`src/bmd_pkg.sv`:
```
// Constants, address maps and state codes for the board memory and I/O decode block.
// Assumes a single 20 MHz board clock; the timeout and reset hold counts below are derived from it.
package bmd_pkg;

  // Board clock rate and the failsafe acknowledge time
  localparam int CLK_HZ = 20_000_000;
  localparam int TIMEOUT_MS = 6;
  // Longest time, so the cycle count rounds down
  localparam int TIMEOUT_CYC = (CLK_HZ / 1000) * TIMEOUT_MS;

  // Board reset stretch after power-up or pushbutton release
  localparam int RESET_HOLD_US = 5;
  localparam int RESET_HOLD_CYC = (CLK_HZ / 1_000_000) * RESET_HOLD_US;

  // Cycles one shared RAM access slot occupies
  localparam int RAM_SLOT_CYC = 2;

  // Processor memory map
  localparam logic [19:0] RAM_TOP = 20'h07fff;
  localparam logic [19:0] ROM_DECODE_LOW = 20'hfc000;
  localparam logic [19:0] ROM_LOW_CFG0 = 20'hff800;
  localparam logic [19:0] ROM_LOW_CFG1 = 20'hff000;
  localparam logic [19:0] ROM_LOW_CFG2 = 20'hfe000;
  localparam logic [19:0] ROM_LOW_CFG3 = 20'hfc000;
  localparam logic [19:0] BOOT_ADDR = 20'hffff0;

  // External window granularity (8K bytes per step)
  localparam logic [19:0] EXT_WIN_STEP = 20'h02000;

  // I/O decode: block of eight addresses per peripheral, low byte only
  localparam logic [7:0] IO_BLOCK_MASK = 8'hf8;
  localparam logic [7:0] IO_PIC_BASE = 8'hc0;
  localparam logic [7:0] IO_PPI_BASE = 8'hc8;
  localparam logic [7:0] IO_PIT_BASE = 8'hd0;
  localparam logic [7:0] IO_UART_BASE = 8'hd8;

  // Processor cycle sequencer states
  typedef enum logic [5:0] {
    BMD_IDLE = 6'b000001,
    BMD_WAIT = 6'b000010,
    BMD_RAM = 6'b000100,
    BMD_BREQ = 6'b001000,
    BMD_BCMD = 6'b010000,
    BMD_HANG = 6'b100000
  } bmd_state_t;

endpackage : bmd_pkg

```
`src/bmd_timer_if.sv`:
```
// Connection between the cycle sequencer and the failsafe acknowledge timer.
// Assumes both ends run on the board clock.
`timescale 1ns/1ps
`default_nettype none
interface bmd_timer_if;
  logic ce;      // Clock enable, freezes the timer
  logic enable;  // Failsafe option strap, synchronised
  logic restart; // Start of a machine cycle
  logic ack;     // Cycle acknowledged, stop counting
  logic expired; // One-cycle expiry pulse

  modport timer (input ce, input enable, input restart, input ack, output expired);
  modport ctrl (output ce, output enable, output restart, output ack, input expired);
endinterface : bmd_timer_if
`default_nettype wire

```
`src/board_memory_io_decode_ack.sv`:
```
// Board memory and I/O decode with internal acknowledge, shared RAM arbiter and reset.
// Assumes the CPU side is on the board clock; system-bus and strap pins are asynchronous.
`timescale 1ns/1ps
`default_nettype none
module board_memory_io_decode_ack
  import bmd_pkg::*;
#(
  parameter int TIMEOUT_CYC = bmd_pkg::TIMEOUT_CYC,
  parameter logic [19:0] EXT_BASE = 20'h00000
) (
  // Clock, reset and enable
  input wire logic ref_clk_i,
  input wire logic reset_i,
  input wire logic clk_en_i,
  // Board straps and pushbutton (asynchronous)
  input wire logic timer_en_i,
  input wire logic [1:0] rom_cfg_i,
  input wire logic [1:0] ext_win_i,
  input wire logic reset_btn_n_i,
  // Processor cycle (board clock)
  input wire logic cpu_start_i,
  input wire logic [19:0] cpu_addr_i,
  input wire logic cpu_io_i,
  input wire logic cpu_wr_i,
  output logic cpu_ready_o,
  output logic timeout_n_o,
  output logic cpu_reset_o,
  // Memory and peripheral selects
  output logic ram_cpu_sel_o,
  output logic rom_sel_o,
  output logic pic_sel_o,
  output logic ppi_sel_o,
  output logic pit_sel_o,
  output logic uart_sel_o,
  output logic [1:0] io_reg_o,
  // Peripheral resets
  output logic uart_reset_o,
  output logic ppi_reset_o,
  // System bus as master (asynchronous inputs)
  input wire logic bus_grant_i,
  input wire logic xack_n_i,
  output logic bus_req_o,
  output logic bus_cmd_o,
  output logic bus_init_o,
  // System bus as slave to the shared RAM (asynchronous inputs)
  input wire logic ext_cmd_n_i,
  input wire logic [19:1] ext_addr_i,
  input wire logic ext_adr0_n_i,
  input wire logic ext_bhen_n_i,
  output logic ext_ack_o,
  output logic ram_ext_sel_o,
  output logic even_oe_o,
  output logic odd_oe_o,
  output logic swap_oe_o
);
  import bmd_pkg::*;

  localparam int SW = 2 + 2 + 2 + 1 + 2 + 19 + 2; // Width of the synchronised pin group
  localparam int RW = $clog2(RESET_HOLD_CYC + 1);
  localparam logic [RW-1:0] RST_LAST = RW'(RESET_HOLD_CYC - 1);
  localparam int SLW = $clog2(RAM_SLOT_CYC + 1);
  localparam logic [SLW-1:0] SLOT_LAST = SLW'(RAM_SLOT_CYC - 1);

  // Two-flop synchroniser for every asynchronous pin
  logic [SW-1:0] pin_raw;
  logic [SW-1:0] meta_reg; // First stage, read only by the second
  logic [SW-1:0] sync_reg; // Safe to use
  assign pin_raw = {timer_en_i, reset_btn_n_i, rom_cfg_i, ext_win_i, bus_grant_i, xack_n_i, ext_cmd_n_i,
                    ext_addr_i, ext_adr0_n_i, ext_bhen_n_i};

  always_ff @(posedge ref_clk_i or posedge reset_i) begin
    if (reset_i) begin
      meta_reg <= {2'b01, {(SW-2){1'b1}}};
      sync_reg <= {2'b01, {(SW-2){1'b1}}};
    end else if (clk_en_i) begin
      meta_reg <= pin_raw;
      sync_reg <= meta_reg;
    end
  end

  // Named views of the synchronised pins
  logic s_timer_en, s_btn_n, s_grant, s_xack_n, s_ext_cmd_n, s_adr0_n, s_bhen_n;
  logic [1:0] s_rom_cfg, s_ext_win;
  logic [19:1] s_ext_addr;
  assign {s_timer_en, s_btn_n, s_rom_cfg, s_ext_win, s_grant, s_xack_n, s_ext_cmd_n,
          s_ext_addr, s_adr0_n, s_bhen_n} = sync_reg;

  // Board reset: stretched after power-up and after button release alike
  logic [RW-1:0] rst_cnt_reg; // Hold counter
  logic board_rst_reg;        // Board reset level

  always_ff @(posedge ref_clk_i or posedge reset_i) begin
    if (reset_i) begin
      rst_cnt_reg <= '0;
      board_rst_reg <= 1'b1;
    end else if (clk_en_i) begin
      if (!s_btn_n) begin
        // Button held: restart the same sequence power-up uses
        rst_cnt_reg <= '0;
        board_rst_reg <= 1'b1;
      end else if (board_rst_reg) begin
        if (rst_cnt_reg == RST_LAST) begin
          board_rst_reg <= 1'b0;
        end else begin
          rst_cnt_reg <= rst_cnt_reg + 1'b1;
        end
      end
    end
  end

  // Reset fan-out; timer and interrupt controller deliberately get none
  always_ff @(posedge ref_clk_i or posedge reset_i) begin
    if (reset_i) begin
      cpu_reset_o <= 1'b1;
      bus_init_o <= 1'b1;
      uart_reset_o <= 1'b1;
      ppi_reset_o <= 1'b1;
    end else if (clk_en_i) begin
      cpu_reset_o <= board_rst_reg;
      bus_init_o <= board_rst_reg;
      uart_reset_o <= board_rst_reg;
      ppi_reset_o <= board_rst_reg;
    end
  end

  // Processor address decode
  logic [19:0] rom_low;  // Lowest populated ROM address
  logic hit_ram, hit_rom, hit_rom_legal;
  logic hit_pic, hit_ppi, hit_pit, hit_uart, hit_io_on;
  logic [7:0] io_blk;

  always_comb begin
    case (s_rom_cfg)
      2'h0: rom_low = ROM_LOW_CFG0;
      2'h1: rom_low = ROM_LOW_CFG1;
      2'h2: rom_low = ROM_LOW_CFG2;
      default: rom_low = ROM_LOW_CFG3;
    endcase
  end

  assign hit_ram = !cpu_io_i && cpu_addr_i <= RAM_TOP;
  // The whole socket area is acknowledged; only the populated part is selected
  assign hit_rom = !cpu_io_i && cpu_addr_i >= ROM_DECODE_LOW;
  assign hit_rom_legal = hit_rom && cpu_addr_i >= rom_low;
  // Upper address bits ignored; odd addresses select nothing
  assign io_blk = cpu_addr_i[7:0] & IO_BLOCK_MASK;
  assign hit_pic = cpu_io_i && !cpu_addr_i[0] && io_blk == IO_PIC_BASE;
  assign hit_ppi = cpu_io_i && !cpu_addr_i[0] && io_blk == IO_PPI_BASE;
  assign hit_pit = cpu_io_i && !cpu_addr_i[0] && io_blk == IO_PIT_BASE;
  assign hit_uart = cpu_io_i && !cpu_addr_i[0] && io_blk == IO_UART_BASE;
  assign hit_io_on = hit_pic || hit_ppi || hit_pit || hit_uart;

  // Processor cycle sequencer
  bmd_state_t state_reg;
  bmd_state_t state_next;
  logic cpu_ram_gnt;  // Arbiter grant to the processor this cycle
  logic cpu_slot_end; // Processor RAM slot finishing
  logic expired;      // Failsafe expiry pulse

  always_comb begin
    state_next = state_reg;
    case (state_reg)
      BMD_IDLE: begin
        if (cpu_start_i) begin
          if (hit_ram) state_next = BMD_RAM;
          // ROM and I/O never go near the arbiter
          else if (hit_rom || hit_io_on) state_next = BMD_WAIT;
          else state_next = BMD_BREQ;
        end
      end
      BMD_WAIT: state_next = BMD_IDLE;
      BMD_RAM: if (cpu_slot_end) state_next = BMD_IDLE;
      BMD_BREQ: begin
        if (expired) state_next = BMD_IDLE;
        // The last cycle's acknowledge must have cleared, or a stale XACK would end this one
        else if (s_grant && s_xack_n) state_next = BMD_BCMD;
      end
      BMD_BCMD: begin
        if (expired || !s_xack_n) state_next = BMD_IDLE;
      end
      BMD_HANG: state_next = BMD_HANG;
      default: state_next = BMD_IDLE;
    endcase
  end

  always_ff @(posedge ref_clk_i or posedge reset_i) begin
    if (reset_i) begin
      state_reg <= BMD_IDLE;
    end else if (clk_en_i) begin
      if (board_rst_reg) state_reg <= BMD_IDLE;
      else state_reg <= state_next;
    end
  end

  // Ready pulse: internal for on-board targets, XACK or expiry otherwise
  logic ready_next;
  assign ready_next = !board_rst_reg &&
                      ((state_reg == BMD_WAIT) || (state_reg == BMD_RAM && cpu_slot_end) ||
                       ((state_reg == BMD_BREQ || state_reg == BMD_BCMD) && expired) ||
                       (state_reg == BMD_BCMD && !s_xack_n));

  always_ff @(posedge ref_clk_i or posedge reset_i) begin
    if (reset_i) begin
      cpu_ready_o <= 1'b0;
      timeout_n_o <= 1'b1;
    end else if (clk_en_i) begin
      cpu_ready_o <= ready_next;
      timeout_n_o <= !expired;
    end
  end

  // System bus master handshake
  always_ff @(posedge ref_clk_i or posedge reset_i) begin
    if (reset_i) begin
      bus_req_o <= 1'b0;
      bus_cmd_o <= 1'b0;
    end else if (clk_en_i) begin
      bus_req_o <= state_next == BMD_BREQ || state_next == BMD_BCMD;
      bus_cmd_o <= state_next == BMD_BCMD;
    end
  end

  // Selects latched at cycle start and held for the cycle
  always_ff @(posedge ref_clk_i or posedge reset_i) begin
    if (reset_i) begin
      rom_sel_o <= 1'b0;
      pic_sel_o <= 1'b0;
      ppi_sel_o <= 1'b0;
      pit_sel_o <= 1'b0;
      uart_sel_o <= 1'b0;
      io_reg_o <= 2'h0;
    end else if (clk_en_i) begin
      if (state_reg == BMD_IDLE && cpu_start_i) begin
        rom_sel_o <= hit_rom_legal;
        pic_sel_o <= hit_pic;
        ppi_sel_o <= hit_ppi;
        pit_sel_o <= hit_pit;
        uart_sel_o <= hit_uart;
        // Bit 2 ignored for the two-register chips so aliases match
        io_reg_o <= (hit_pic || hit_uart) ? {1'b0, cpu_addr_i[1]} : cpu_addr_i[2:1];
      end else if (state_next == BMD_IDLE) begin
        rom_sel_o <= 1'b0;
        pic_sel_o <= 1'b0;
        ppi_sel_o <= 1'b0;
        pit_sel_o <= 1'b0;
        uart_sel_o <= 1'b0;
      end
    end
  end

  // External RAM request: window check, one access per command
  logic [19:0] ext_off;
  logic [19:0] ext_size;
  logic ext_hit;
  logic ext_served_reg; // Access done, waiting for command release
  assign ext_off = {s_ext_addr, 1'b0} - EXT_BASE;
  assign ext_size = EXT_WIN_STEP * (20'(s_ext_win) + 20'h1);
  assign ext_hit = !s_ext_cmd_n && ext_off < ext_size;

  // Arbiter: one slot at a time, alternating when both wait
  logic slot_busy_reg;       // Slot in progress
  logic slot_ext_reg;        // Slot owner is the bus master
  logic last_ext_reg;        // Last slot went to the bus master
  logic [SLW-1:0] slot_cnt_reg;
  logic cpu_pend, ext_pend, pick_ext;
  assign cpu_pend = state_reg == BMD_RAM && !cpu_ram_gnt;
  assign ext_pend = ext_hit && !ext_served_reg && !(slot_busy_reg && slot_ext_reg);
  assign pick_ext = ext_pend && (!cpu_pend || !last_ext_reg);
  assign cpu_ram_gnt = slot_busy_reg && !slot_ext_reg;
  assign cpu_slot_end = cpu_ram_gnt && slot_cnt_reg == SLOT_LAST;

  always_ff @(posedge ref_clk_i or posedge reset_i) begin
    if (reset_i) begin
      slot_busy_reg <= 1'b0;
      slot_ext_reg <= 1'b0;
      last_ext_reg <= 1'b0;
      slot_cnt_reg <= '0;
    end else if (clk_en_i) begin
      if (slot_busy_reg) begin
        if (slot_cnt_reg == SLOT_LAST) slot_busy_reg <= 1'b0;
        else slot_cnt_reg <= slot_cnt_reg + 1'b1;
      end else if (cpu_pend || ext_pend) begin
        // Slots interleave instead of one side holding the RAM
        slot_busy_reg <= 1'b1;
        slot_ext_reg <= pick_ext;
        last_ext_reg <= pick_ext;
        slot_cnt_reg <= '0;
      end
    end
  end

  // Bus slave acknowledge held until the master drops its command
  always_ff @(posedge ref_clk_i or posedge reset_i) begin
    if (reset_i) begin
      ext_served_reg <= 1'b0;
      ext_ack_o <= 1'b0;
    end else if (clk_en_i) begin
      if (s_ext_cmd_n) begin
        ext_served_reg <= 1'b0;
        ext_ack_o <= 1'b0;
      end else if (slot_busy_reg && slot_ext_reg && slot_cnt_reg == SLOT_LAST) begin
        ext_served_reg <= 1'b1;
        ext_ack_o <= 1'b1;
      end
    end
  end

  // RAM selects and byte lane steering
  always_ff @(posedge ref_clk_i or posedge reset_i) begin
    if (reset_i) begin
      ram_cpu_sel_o <= 1'b0;
      ram_ext_sel_o <= 1'b0;
      even_oe_o <= 1'b0;
      odd_oe_o <= 1'b0;
      swap_oe_o <= 1'b0;
    end else if (clk_en_i) begin
      ram_cpu_sel_o <= cpu_ram_gnt;
      ram_ext_sel_o <= slot_busy_reg && slot_ext_reg;
      // Even bank on low lines, odd bank on high lines (or swapped low)
      even_oe_o <= slot_busy_reg && slot_ext_reg && !s_adr0_n;
      odd_oe_o <= slot_busy_reg && slot_ext_reg && !s_bhen_n;
      swap_oe_o <= slot_busy_reg && slot_ext_reg && s_adr0_n && s_bhen_n;
    end
  end

  // Failsafe timer
  bmd_timer_if tif ();
  assign tif.ce = clk_en_i;
  assign tif.enable = s_timer_en;
  assign tif.restart = state_reg == BMD_IDLE && cpu_start_i && !board_rst_reg;
  assign tif.ack = ready_next;
  assign expired = tif.expired;

  bmd_ack_timer #(.TIMEOUT_CYC(TIMEOUT_CYC)) u_timer (
    .ref_clk_i(ref_clk_i),
    .reset_i(reset_i),
    .tif(tif.timer)
  );

  // Checks
  rom_one_wait_a: assert property (@(posedge ref_clk_i) disable iff (reset_i)
    clk_en_i && state_reg == BMD_IDLE && cpu_start_i && hit_rom && !board_rst_reg ##1 clk_en_i
    |=> cpu_ready_o) else $error("on-board ack not after one wait");
  io_never_stalls_a: assert property (@(posedge ref_clk_i) disable iff (reset_i)
    clk_en_i && state_reg == BMD_IDLE && cpu_start_i && hit_io_on && !board_rst_reg
    |=> state_reg == BMD_WAIT) else $error("I/O cycle stalled");
  swap_lane_a: assert property (@(posedge ref_clk_i) disable iff (reset_i)
    swap_oe_o |-> !even_oe_o && !odd_oe_o) else $error("swap buffer clashes with lanes");
  ext_window_a: assert property (@(posedge ref_clk_i) disable iff (reset_i)
    clk_en_i && !slot_busy_reg && pick_ext |-> ext_off / EXT_WIN_STEP <= 20'(s_ext_win))
    else $error("bus master served outside window");
  grant_alternate_a: assert property (@(posedge ref_clk_i) disable iff (reset_i)
    clk_en_i && !slot_busy_reg && cpu_pend && ext_pend && last_ext_reg |=> slot_busy_reg && !slot_ext_reg)
    else $error("arbiter did not alternate");
  bus_cmd_after_grant_a: assert property (@(posedge ref_clk_i) disable iff (reset_i)
    $rose(bus_cmd_o) |-> bus_req_o && $past(s_grant)) else $error("command without bus ownership");
  timeout_pulse_a: assert property (@(posedge ref_clk_i) disable iff (reset_i)
    $fell(timeout_n_o) |=> timeout_n_o || !clk_en_i) else $error("timeout output not a pulse");
  io_odd_illegal_a: assert property (@(posedge ref_clk_i) disable iff (reset_i)
    cpu_io_i && cpu_addr_i[0] |-> !hit_io_on) else $error("odd I/O address selected");
  reset_to_bus_a: assert property (@(posedge ref_clk_i) disable iff (reset_i)
    clk_en_i && !s_btn_n ##1 clk_en_i |=> bus_init_o && uart_reset_o && ppi_reset_o)
    else $error("button reset not propagated");

endmodule : board_memory_io_decode_ack
`default_nettype wire

```
`src/bmd_ack_timer.sv`:
```
// Failsafe acknowledge timer: counts from each cycle start and pulses on expiry.
// Assumes restart and ack come from logic on the same clock.
`timescale 1ns/1ps
`default_nettype none
module bmd_ack_timer #(
  parameter int TIMEOUT_CYC = 120000
) (
  // Clock and reset
  input wire logic ref_clk_i,
  input wire logic reset_i,
  // Sequencer side
  bmd_timer_if.timer tif
);
  localparam int CW = $clog2(TIMEOUT_CYC + 1);
  localparam logic [CW-1:0] LAST = CW'(TIMEOUT_CYC - 1);

  logic [CW-1:0] count_reg; // Cycles since restart
  logic armed_reg;          // Counting a live cycle
  logic expired_reg;        // Expiry pulse

  assign tif.expired = expired_reg;

  // Restart wins over everything so each cycle gets its full time
  always_ff @(posedge ref_clk_i or posedge reset_i) begin
    if (reset_i) begin
      count_reg <= '0;
      armed_reg <= 1'b0;
      expired_reg <= 1'b0;
    end else if (tif.ce) begin
      expired_reg <= 1'b0;
      if (tif.restart) begin
        count_reg <= '0;
        armed_reg <= 1'b1;
      end else if (tif.ack || !tif.enable) begin
        // A disabled timer never fires, leaving the cycle waiting
        armed_reg <= 1'b0;
      end else if (armed_reg) begin
        if (count_reg == LAST) begin
          expired_reg <= 1'b1;
          armed_reg <= 1'b0;
        end else begin
          count_reg <= count_reg + 1'b1;
        end
      end
    end
  end

  // Expiry only after the full count with the option on
  property p_expiry;
    @(posedge ref_clk_i) disable iff (reset_i)
      $rose(expired_reg) |-> $past(tif.enable) && $past(count_reg) == LAST;
  endproperty
  timer_expiry_a: assert property (p_expiry) else $error("timer fired early");

  // A restart clears the count
  restart_clears_a: assert property (@(posedge ref_clk_i) disable iff (reset_i)
    tif.restart && tif.ce |=> count_reg == '0 && armed_reg) else $error("restart ignored");

endmodule : bmd_ack_timer
`default_nettype wire

```
`config.mk`:
```
export PLATFORM = sky130hd
export DESIGN_NAME = board_memory_io_decode_ack
export DESIGN_NICKNAME = d
export VERILOG_FILES = /design/src/bmd_pkg.sv /design/src/bmd_timer_if.sv /design/src/board_memory_io_decode_ack.sv /design/src/bmd_ack_timer.sv
export SDC_FILE = /design/constraint.sdc
export NUM_CORES = 1
export LEC_CHECK = 0
export BUFFER_PORTS_ARGS = -buffer_cell sky130_fd_sc_hd__clkbuf_2
export CORE_AREA = 2 2 70 123
export CTS_CLUSTER_DIAMETER = 100
export DETAILED_ROUTE_END_ITERATION = 12
export DIE_AREA = 0 0 72 125
export MAX_ROUTING_LAYER = met4
export PLACE_DENSITY = 0.91
export SETUP_SLACK_MARGIN = 0.1
export SYNTH_ARGS = -nofsm -noshare
export SYNTH_HDL_FRONTEND = slang
export SYNTH_HIERARCHICAL = 1
export SYNTH_SLANG_ARGS = --single-unit
```
`constraint.sdc`:
```
create_clock -name ref_clk_i -period 4.5 [get_ports ref_clk_i]
set_clock_uncertainty 0.15 [all_clocks]
set_input_delay 0.9 -clock ref_clk_i [delete_from_list [all_inputs] [get_ports ref_clk_i]]
set_output_delay 0.9 -clock ref_clk_i [all_outputs]
set_load 0.05 [all_outputs]
```
# Word level (Yosys, flattened, before mapping)
# Cells that the tools add are included.
dict set report word_totals {
  regBits 115
  wordCells 171
}
dict set report op_classes {
  n_eq_ne 23
  reduce_logical 68
  n_addsub 4
  bitwise_logic 1
  n_lt_le_gt_ge 4
  mux 43
}
# cell count
set op_table {}
lappend op_table {{17-bit two-way mux} 4}
lappend op_table {{14-bit case mux with 3 select lines} 1}
lappend op_table {{6-bit two-way mux} 6}
lappend op_table {{6-bit case mux with 5 select lines} 1}
lappend op_table {{1-bit logical AND} 28}
lappend op_table {{1-bit two-way mux} 22}
lappend op_table {{7-bit two-way mux} 3}
lappend op_table {{5-bit == test, second input constant} 4}
lappend op_table {{20-bit >= comparator} 1}
lappend op_table {{20-bit >= comparator, second input constant} 1}
lappend op_table {{20-bit by 15-bit less-or-equal comparator with 1-bit output, second input constant} 1}
lappend op_table {{20-bit by 16-bit less-than comparator with 1-bit output} 1}
lappend op_table {{17-bit by 1-bit adder with 17-bit output, second input constant} 1}
lappend op_table {{17-bit == test, second input constant} 1}
lappend op_table {{1-bit zero test} 14}
lappend op_table {{1-bit logical OR} 14}
lappend op_table {{6-bit by 1-bit == test with 1-bit output, second input constant} 2}
lappend op_table {{6-bit by 4-bit == test with 1-bit output, second input constant} 2}
lappend op_table {{6-bit by 5-bit == test with 1-bit output, second input constant} 2}
lappend op_table {{3-bit AND reduction} 3}
lappend op_table {{2-bit two-way mux} 4}
lappend op_table {{4-bit two-way mux} 2}
lappend op_table {{2-bit inequality test, second input constant} 4}
lappend op_table {{2-bit nonzero test} 4}
lappend op_table {{14 further kinds} 17}

# Depth between registers and ports, before layout
# Gate-level depths: netlist (run 1).
dict set report logic_depth {
  ltp_word 14
  depth_mapped 11
}

# Hierarchy
# Netlist (run 1), hierarchy kept.
# mod instances cells_per_inst seq_area_each_um2 area_each_um2
set by_module_without_submodules {}
lappend by_module_without_submodules {board_memory_io_decode_ack 1 300 1849.3 3469.6}
lappend by_module_without_submodules {bmd_ack_timer 1 134 475.5 1233.7}

# Worst setup path before layout (run 1)
# No wires, ideal clock.
dict set report synth_path {
  path_kind {register to register}
  startpoint {register state_reg[2]}
  endpoint {register u_timer.count_reg[12]}
  path_buffers 1
  slack_ns 1.992
  t_arrival_ns 2.231
  required_ns 4.224
  path_stages_with_launch 10
  cell_sequence {dfrtp_1 or4_4 nor3_4 nand2_1 nor2_1 clkbuf_1 inv_1 nand2_1 a21oi_1 a311o_1}
}
dict set report synth_via {
  word_cells_on_any_way 21
}
# element line
set synth_lines {}
lappend synth_lines {{start, declared} board_memory_io_decode_ack.sv:154} ;# bmd_state_t state_reg;
lappend synth_lines {{start signal, assigned} board_memory_io_decode_ack.sv:191} ;# else state_reg <= state_next;
lappend synth_lines {{6-bit by 1-bit == test with 1-bit output *} board_memory_io_decode_ack.sv:330} ;# assign tif.restart = state_reg == BMD_IDLE && cpu_start_i && !board_rst_reg;
lappend synth_lines {{1-bit logical AND * (2 in series)} board_memory_io_decode_ack.sv:330}
lappend synth_lines {{named net tif.restart} bmd_timer_if.sv:8} ;# logic restart;
lappend synth_lines {{2-bit inequality test (no source line) / 2-bit nonzero test (equally long branches)} --}
lappend synth_lines {{4-bit AND reduction (no source line)} --}
lappend synth_lines {{end signal, assigned} bmd_ack_timer.sv:42} ;# count_reg <= count_reg + 1'b1;
lappend synth_lines {{end, declared} bmd_ack_timer.sv:17} ;# logic [CW-1:0] count_reg;
# Mark *: on every way through the listed nets, which the timed path passes. The rest lies on a longest branch.
# A chain may end at the register's enable or synchronous reset.

# Worst setup path after layout (run 1)
dict set report layout_path {
  startpoint {register state_reg[3]}
  endpoint {register u_timer.count_reg[8]}
}
dict set report layout_via {
  elab_chain_cells 9
  word_cells_on_any_way 21
}
# element line
set layout_lines {}
lappend layout_lines {{6-bit by 3-bit == test with 1-bit output (tied with other cells)} board_memory_io_decode_ack.sv:198} ;# ((state_reg == BMD_WAIT) || (state_reg == BMD_RAM && cpu_slot_end) ||
lappend layout_lines {{1-bit logical AND / 1-bit logical OR (equally long branches)} {board_memory_io_decode_ack.sv:198, board_memory_io_decode_ack.sv:199}}
lappend layout_lines {{1-bit logical OR / 1-bit logical AND (equally long branches)} {board_memory_io_decode_ack.sv:198, board_memory_io_decode_ack.sv:199}}
lappend layout_lines {{1-bit logical OR} board_memory_io_decode_ack.sv:198}
lappend layout_lines {{1-bit logical OR *} board_memory_io_decode_ack.sv:199} ;# ((state_reg == BMD_BREQ || state_reg == BMD_BCMD) && expired) ||
lappend layout_lines {{1-bit logical AND *} board_memory_io_decode_ack.sv:197} ;# assign ready_next = !board_rst_reg &&
lappend layout_lines {{named net ready_next} board_memory_io_decode_ack.sv:196} ;# logic ready_next;
lappend layout_lines {{1-bit logical OR *} bmd_ack_timer.sv:34} ;# end else if (tif.ack || !tif.enable) begin
lappend layout_lines {{2-bit inequality test (no source line) *} --}
lappend layout_lines {{4-bit AND reduction (no source line) *} --}
# Marks and branches as above.

==> metrics.csv, run 1 <==
stage,metric,value,unit
grt,initial antenna violation count,0,
clock_tree,post_cts resized,0,
yosys,post-synthesis net count,499,
clock_tree,CTS tree,yes,
worst_setup_path,WP data required,4.55,ns
worst_setup_path,Startpoint Class,flop,
sta,fmax,374.6,MHz
place,detailed placement HPWL,7540,um
floorplanning,Die Ht,125,um
yosys,total number of yosys warnings,6,
floorplanning,initial core utilization,0.5812,
floorplanning,width of the chip,72,um
layout,share of cells above drive strength 1,0.3602,
flow_run,MaxCap Viol Count,0,
sta,setup TNS,0,ns
route,wire per inst,17.88,um
sta,period utilization,0.5933,
floorplanning,Row Count,44,
route,First-pass DRT Iterations,6,
clock_tree,# Post-CTS Setup Buffers,0,
worst_setup_path,Critical Path Fanout Max,11,
place,I/O Buffers,63,
clock_tree,hold buffer count at cts,0,
yosys,top-area cell type share of the netlist area,0.2820,
sta,Max Slew Vio Count,0,
yosys,sequential area share after synthesis,0.4943,
clock_tree,Sink Count,91,
pwr,Comb power frac,0.186,
route,final WL,10530,um
hold_path,worst min-delay path class,reg2reg,
yosys,Synth Flop Type,dfrtp_1,
layout,Area Growth Syn to Fin,13.73,%
pwr,pwr dens,414.9,nW/um2
place,DP Worst Slack,1.784,ns
yosys,Mean Syn Cell Area,10.84,um2
yosys,"count leader, synth",dfrtp_1,
worst_setup_path,Setup crit end kind,flop,
route,Starting DRT DRC Count,299,
yosys,Seq cells post-synth,91,
place,routability cong.,0.9634,
route,DRT antenna net count,0,
sta,Slew @ Worst Pin,1.033,ns
clock_tree,Max H-tree Level,3,
sta,setup ws final,1.830,ns
clock_tree,Max clock buf depth,2,
grt,first-pass GRT wire length,17560,um
yosys,"EDFF count, synth",0,
worst_setup_path,critical path arrival,2.72,ns
floorplanning,Core Footprint,8093,um2
pwr,Switch Pwr,658.4,uW
yosys,"area leader, netlist",dfrtp_1,
yosys,top area cells in the synthesized netlist,"dfrtp_1 28%, dfstp_2 21%, mux2_2 9.8%",
pwr,maximum VDD drop,0.2445,mV
yosys,Yosys cell types,69,
layout,antenna cells,0,
outcome,outcome,"finished, final reports clean",
route,vias per cell,6.222,
layout,NumNets Final,557,
yosys,Synth Cell Area,4703,um2
clock_tree,clock latency on the worst-skew pair,0.34,ns
grt,largest net degree at the start of global routing,53,
sta,worst rel slew slack,0.3106,
clock_tree,CTS Root Cell,clkbuf_16,
sta,setup violators final,0,
worst_setup_path,CP Class,reg2reg,
sta,final hold violation count,0,
yosys,Post-Syn Instances,434,
grt,GR Overflow Total,0,
sta,Tmin final,2.670,ns
grt,Total GRT Usage,0.2551,
floorplanning,# IOs,77,
clock_tree,cts bufs inserted,9,
grt,vias in the first global route,3841,
route,via count,3665,
pwr,leakage,2.322,nW
clock_tree,clock slew at reported path FFs,0.07,ns
yosys,most frequent cells after synthesis,"53 x dfrtp_1, 41 x mux2_2, 38 x dfstp_2",
pwr,Clock power frac,0.340,
pwr,sw frac,0.2967,
route,DRC,0,
pwr,Int Pwr,1.561,mW
floorplanning,DIE AREA,9000,um2
sta,RSZ-0062 raised after global routing,false,
pwr,Seq pwr share,0.474,
yosys,asr flop ratio synth,1.000,
[cell type report]
type,count,area [um2]
clock buffers,12,246.5
clock inverters,4,51.30
fillers,584,2744
inverters,33,123.9
multi-input cells,288,2127
flip-flops and latches,91,2325
well taps,92,115.1
repair buffers,69,360.3
[critical path: stages, from the launching register on]
cell and delay [ns]:
dfrtp_1 0.45, and2b_1 0.23, a22o_1 0.26, a22oi_1 0.29, nor2_1 0.10, and4b_1 0.41, a22o_1 0.47, o221ai_1 0.18
[logic make-up after synthesis]
group           Yosys count  share of synthesized area
simple gates            147                     0.1878
flops                    91                     0.4943
compound gates           86                     0.1325
buf+inv                  55                    0.05347
mux                      43                     0.1024
fa+ha+maj                 9                    0.02394
xor+xnor                  3                   0.005588
[placed cells by master (no fill, tap or decap), types with 3 or more instances in the layout]
master,count
or4_1,3
dfstp_2,38
clkbuf_16,9
a31oi_1,8
buf_4,6
dfrtp_1,53
nor4_1,6
o22ai_1,5
a22o_1,5
o21a_1,3
nand3_1,16
a21oi_1,5
nor2b_1,5
nand4b_1,4
and3_1,3
nand2_1,26
nand2b_1,4
nand4_1,15
mux2_2,41
nor3_1,9
inv_1,32
ha_1,9
o21ai_0,24
a21o_1,3
a311o_1,3
nand3b_1,3
and2_1,5
nor2_1,26
a32o_1,3
o31ai_1,4
clkbuf_2,62
nor4b_1,3
o221ai_1,5
[through the flow]
step	instances	instance area (um2)	utilization	hold WS [ns]	total power [mW]
2_1_floorplan	434	4703	-	0.2936	1.352
3_3_place_gp	573	5051	0.6242	0.3151	1.437
3_5_place_dp	573	5051	0.6242	0.3299	1.470
4_1_cts	589	5349	0.6609	0.3438	2.226
5_1_grt	589	5349	0.6609	0.3581	2.315
6_report	589	5349	0.6609	0.3362	2.219
[path summary, 6_finish.rpt]
check                                   from                    to  cells past startpoint  slack, ns
worst max-delay path            state_reg[3]  u_timer/count_reg[8]                      7       1.83
worst min-delay path              uart_sel_o            uart_sel_o                      1       0.34
worst max register to register  state_reg[3]  u_timer/count_reg[8]                      7       1.83
worst min register to register    uart_sel_o            uart_sel_o                      1       0.34
max in group asynchronous            reset_i           meta_reg[0]                      3       2.61
min in group asynchronous            reset_i  u_timer/count_reg[1]                      2       0.56
[power by group through the flow]
stage,registers [mW],logic [mW],clock network [mW]
5_1_grt,1.07,0.453,0.795
3_3_place_gp,1.05,0.383,0
6_report,1.05,0.412,0.755
3_5_place_dp,1.06,0.406,0
4_1_cts,1.05,0.412,0.762
2_1_floorplan,1.08,0.276,0
[metal layers]
| layer | vias up | part of all wire | global-route usage | wire (um) |
|---|---|---|---|---|
| li1 | 1714 | - | - | - |
| met1 | 1816 | 0.37 | 0.2621 | 3919 |
| met2 | 111 | 0.57 | 0.4651 | 5957 |
| met3 | 24 | 0.037 | 0.03626 | 392 |
| met4 | 0 | 0.025 | 0.1143 | 265 |
| met5 | - | 0 | - | 0 |
Power figures use the tool's default switching activity.
==> run 2, diff against run 1 <==
CORE_AREA = 2 2 76 133   (was 2 2 70 123)
DIE_AREA = 0 0 78 135   (was 0 0 72 125)
PLACE_DENSITY = 0.83   (was 0.91)
clock period = 2.31 ns   (was 4.5 ns; I/O delays follow)
==> metrics.csv, run 2 (synthesized netlist as in run 1, its figures left out) <==
stage,metric,value,unit
place,detailed placement HPWL,7826,um
grt,Total GRT Usage,0.2391,
grt,largest net degree at the start of global routing,73,
grt,first-pass GRT wire length,19270,um
worst_setup_path,R2R setup slack,-0.12,ns
route,wire per inst,17.94,um
clock_tree,cts bufs inserted,9,
layout,antenna cells,0,
grt,GR Layer Usage met3,0.04947,
sta,RSZ-0062 raised after global routing,true,
grt,vias in the first global route,4197,
sta,setup ws final,-0.1197,ns
worst_setup_path,slowest cell delay on critical path,0.53,ns
route,vias per cell,5.943,
grt,GR peak layer,met2,
outcome,failing checks,setup timing,
floorplanning,width of the chip,78,um
clock_tree,clock slew at reported path FFs,0.07,ns
layout,most frequent cells in the layout,"62 x clkbuf_2, 53 x dfrtp_1, 41 x mux2_2, 41 x buf_4, 38 x dfstp_2",
clock_tree,clock latency on the worst-skew pair,0.35,ns
worst_setup_path,Startpoint Class,flop,
outcome,outcome,finished with violations,
flow_run,MaxCap Viol Count,0,
worst_setup_path,WP data required,2.39,ns
route,via count,3970,
hold_path,worst min-delay path class,in2async,
route,final WL,11990,um
sta,setup violators final,14,
clock_tree,Max H-tree Level,3,
place,placed cell area,5363,um2
worst_setup_path,CP Buf/Inv Count,1,
worst_setup_path,FF-to-FF Start,sync_reg[22],
grt,initial antenna violation count,0,
layout,Area Growth Syn to Fin,27.48,%
floorplanning,DIE AREA,10530,um2
sta,Tmin final,2.430,ns
worst_setup_path,Worst path top cell family by delay,compound AO/OA/AOI/OAI gates,
sta,fmax,411.6,MHz
pwr,leakage,2.618,nW
worst_setup_path,Setup crit end kind,flop,
worst_setup_path,"Slowest-stage cell, CP",dfstp_2,
clock_tree,Sink Count,91,
floorplanning,# IOs,77,
sta,worst rel slew slack,0.4703,
floorplanning,initial core utilization,0.4999,
route,Starting DRT DRC Count,308,
floorplanning,Die Ht,135,um
clock_tree,CTS Root Cell,clkbuf_16,
worst_setup_path,crit-path cells,nand2b_1 -> a22o_1 -> a22oi_2 -> nor2_2 -> nand4b_1 -> buf_4 -> nor4_4 -> a21oi_1 -> a311o_1,
grt,met2 Usage GRT,0.4353,
worst_setup_path,critical path arrival,2.51,ns
route,DRC,0,
worst_setup_path,Critical Path Fanout Max,2,
layout,"commonest non-fill, non-tap cell in the layout",clkbuf_2,
sta,setup TNS,-0.6403,ns
route,First-pass DRT Iterations,5,
layout,share of cells above drive strength 1,0.4670,
clock_tree,CTS tree,yes,
pwr,pwr dens,741.1,nW/um2
sta,Slew @ Worst Pin,0.7937,ns
grt,GR Util met1,0.2326,
worst_setup_path,Crit Reg-Reg Endpoint,u_timer/count_reg[12],
worst_setup_path,CP Class,reg2reg,
layout,fill cell count,712,
layout,fin area,5996,um2
clock_tree,Max clock buf depth,2,
floorplanning,Core Footprint,9409,um2
grt,GR Overflow Total,0,
layout,NumNets Final,606,
pwr,maximum VDD drop,0.5848,mV
place,routability cong.,0.9049,
sta,Max Slew Vio Count,0,
floorplanning,Row Count,47,
worst_setup_path,worst r2r path cells,9,
place,I/O Buffers,63,
route,DRT antenna net count,0,
sta,period utilization,1.052,
place,DP Worst Slack,-0.1620,ns
sta,final hold violation count,0,
[run 2: changes by cell type in the layout (fill, tap and decap cells not counted), sizes merged]
cell	previous run	this run
buf	7	56
inv	33	34
clkinv	2	4
bufinv	1	0
clkbuf	74	72
[run 2: routing by layer]
layer / vias to the layer above / routed length [um]
met4: 0 / 504
met2: 109 / 6931
li1: 1819 / -
met3: 46 / 377
met1: 1996 / 4174
met5: - / 0
[run 2: what timing repair did]
action | CTS | global route
pin swaps | 17 | 14
cloned | 1 | 0
setup buffers | 9 | 8
gates resized for setup | 30 | 18
endpoints found under the setup margin | 20 | 28
hold buffers | 0 | 0
[run 2: report_power, final]
| group | internal [mW] | switching [mW] |
|---|---|---|
| sequential | 1.85 | 0.182 |
| clock | 0.733 | 0.631 |
| combinational | 0.469 | 0.582 |
| total | 3.05 | 1.40 |
[run 2: worst register-to-register path: cells and delay by family (launching register included)]
| kind | cells | cell delay, ns |
|---|---|---|
| AOI/OAI and AO/OA | 4 | 0.88 |
| buffers and inverters | 1 | 0.20 |
| DFF | 1 | 0.53 |
| and+or+nand+nor | 4 | 0.54 |
[run 2: worst max-delay path by stage]
stage	depth (start not counted)	slack, ns	end	from
3_5_place_dp	9	-0.16	u_timer/count_reg[10]	state_reg[3]
4_1_cts	10	-0.04	u_timer/count_reg[12]	state_reg[4]
3_3_place_gp	8	-0.07	u_timer/count_reg[1]	state_reg[3]
2_1_floorplan	9	0.007	u_timer/count_reg[12]	state_reg[3]
5_1_grt	9	-0.28	u_timer/count_reg[12]	state_reg[3]
6_report	9	-0.12	u_timer/count_reg[12]	sync_reg[22]
[run 2: area by class of cell]
class,count,area [um2],share of cell area
flip-flops and latches,91,2325,0.3877
multi-input cells,288,2317,0.3865
repair buffers,118,798.3,0.1331
clock buffers,10,229.0,0.03819
well taps,122,152.6,0.02546
inverters,33,132.6,0.02212
clock inverters,6,41.29,0.006886
[run 2: per-stage QoR]
stage               hold WS [ns]  instances  power (mW)    util
floorplan                 0.2631        434       2.644       -
global placement          0.3180        634       2.914  0.5699
detailed placement        0.3318        634       2.975  0.5699
CTS                      0.07224        660       4.407  0.6211
global route             0.09389        668       4.644  0.6372
finish                   0.04266        668       4.444  0.6372
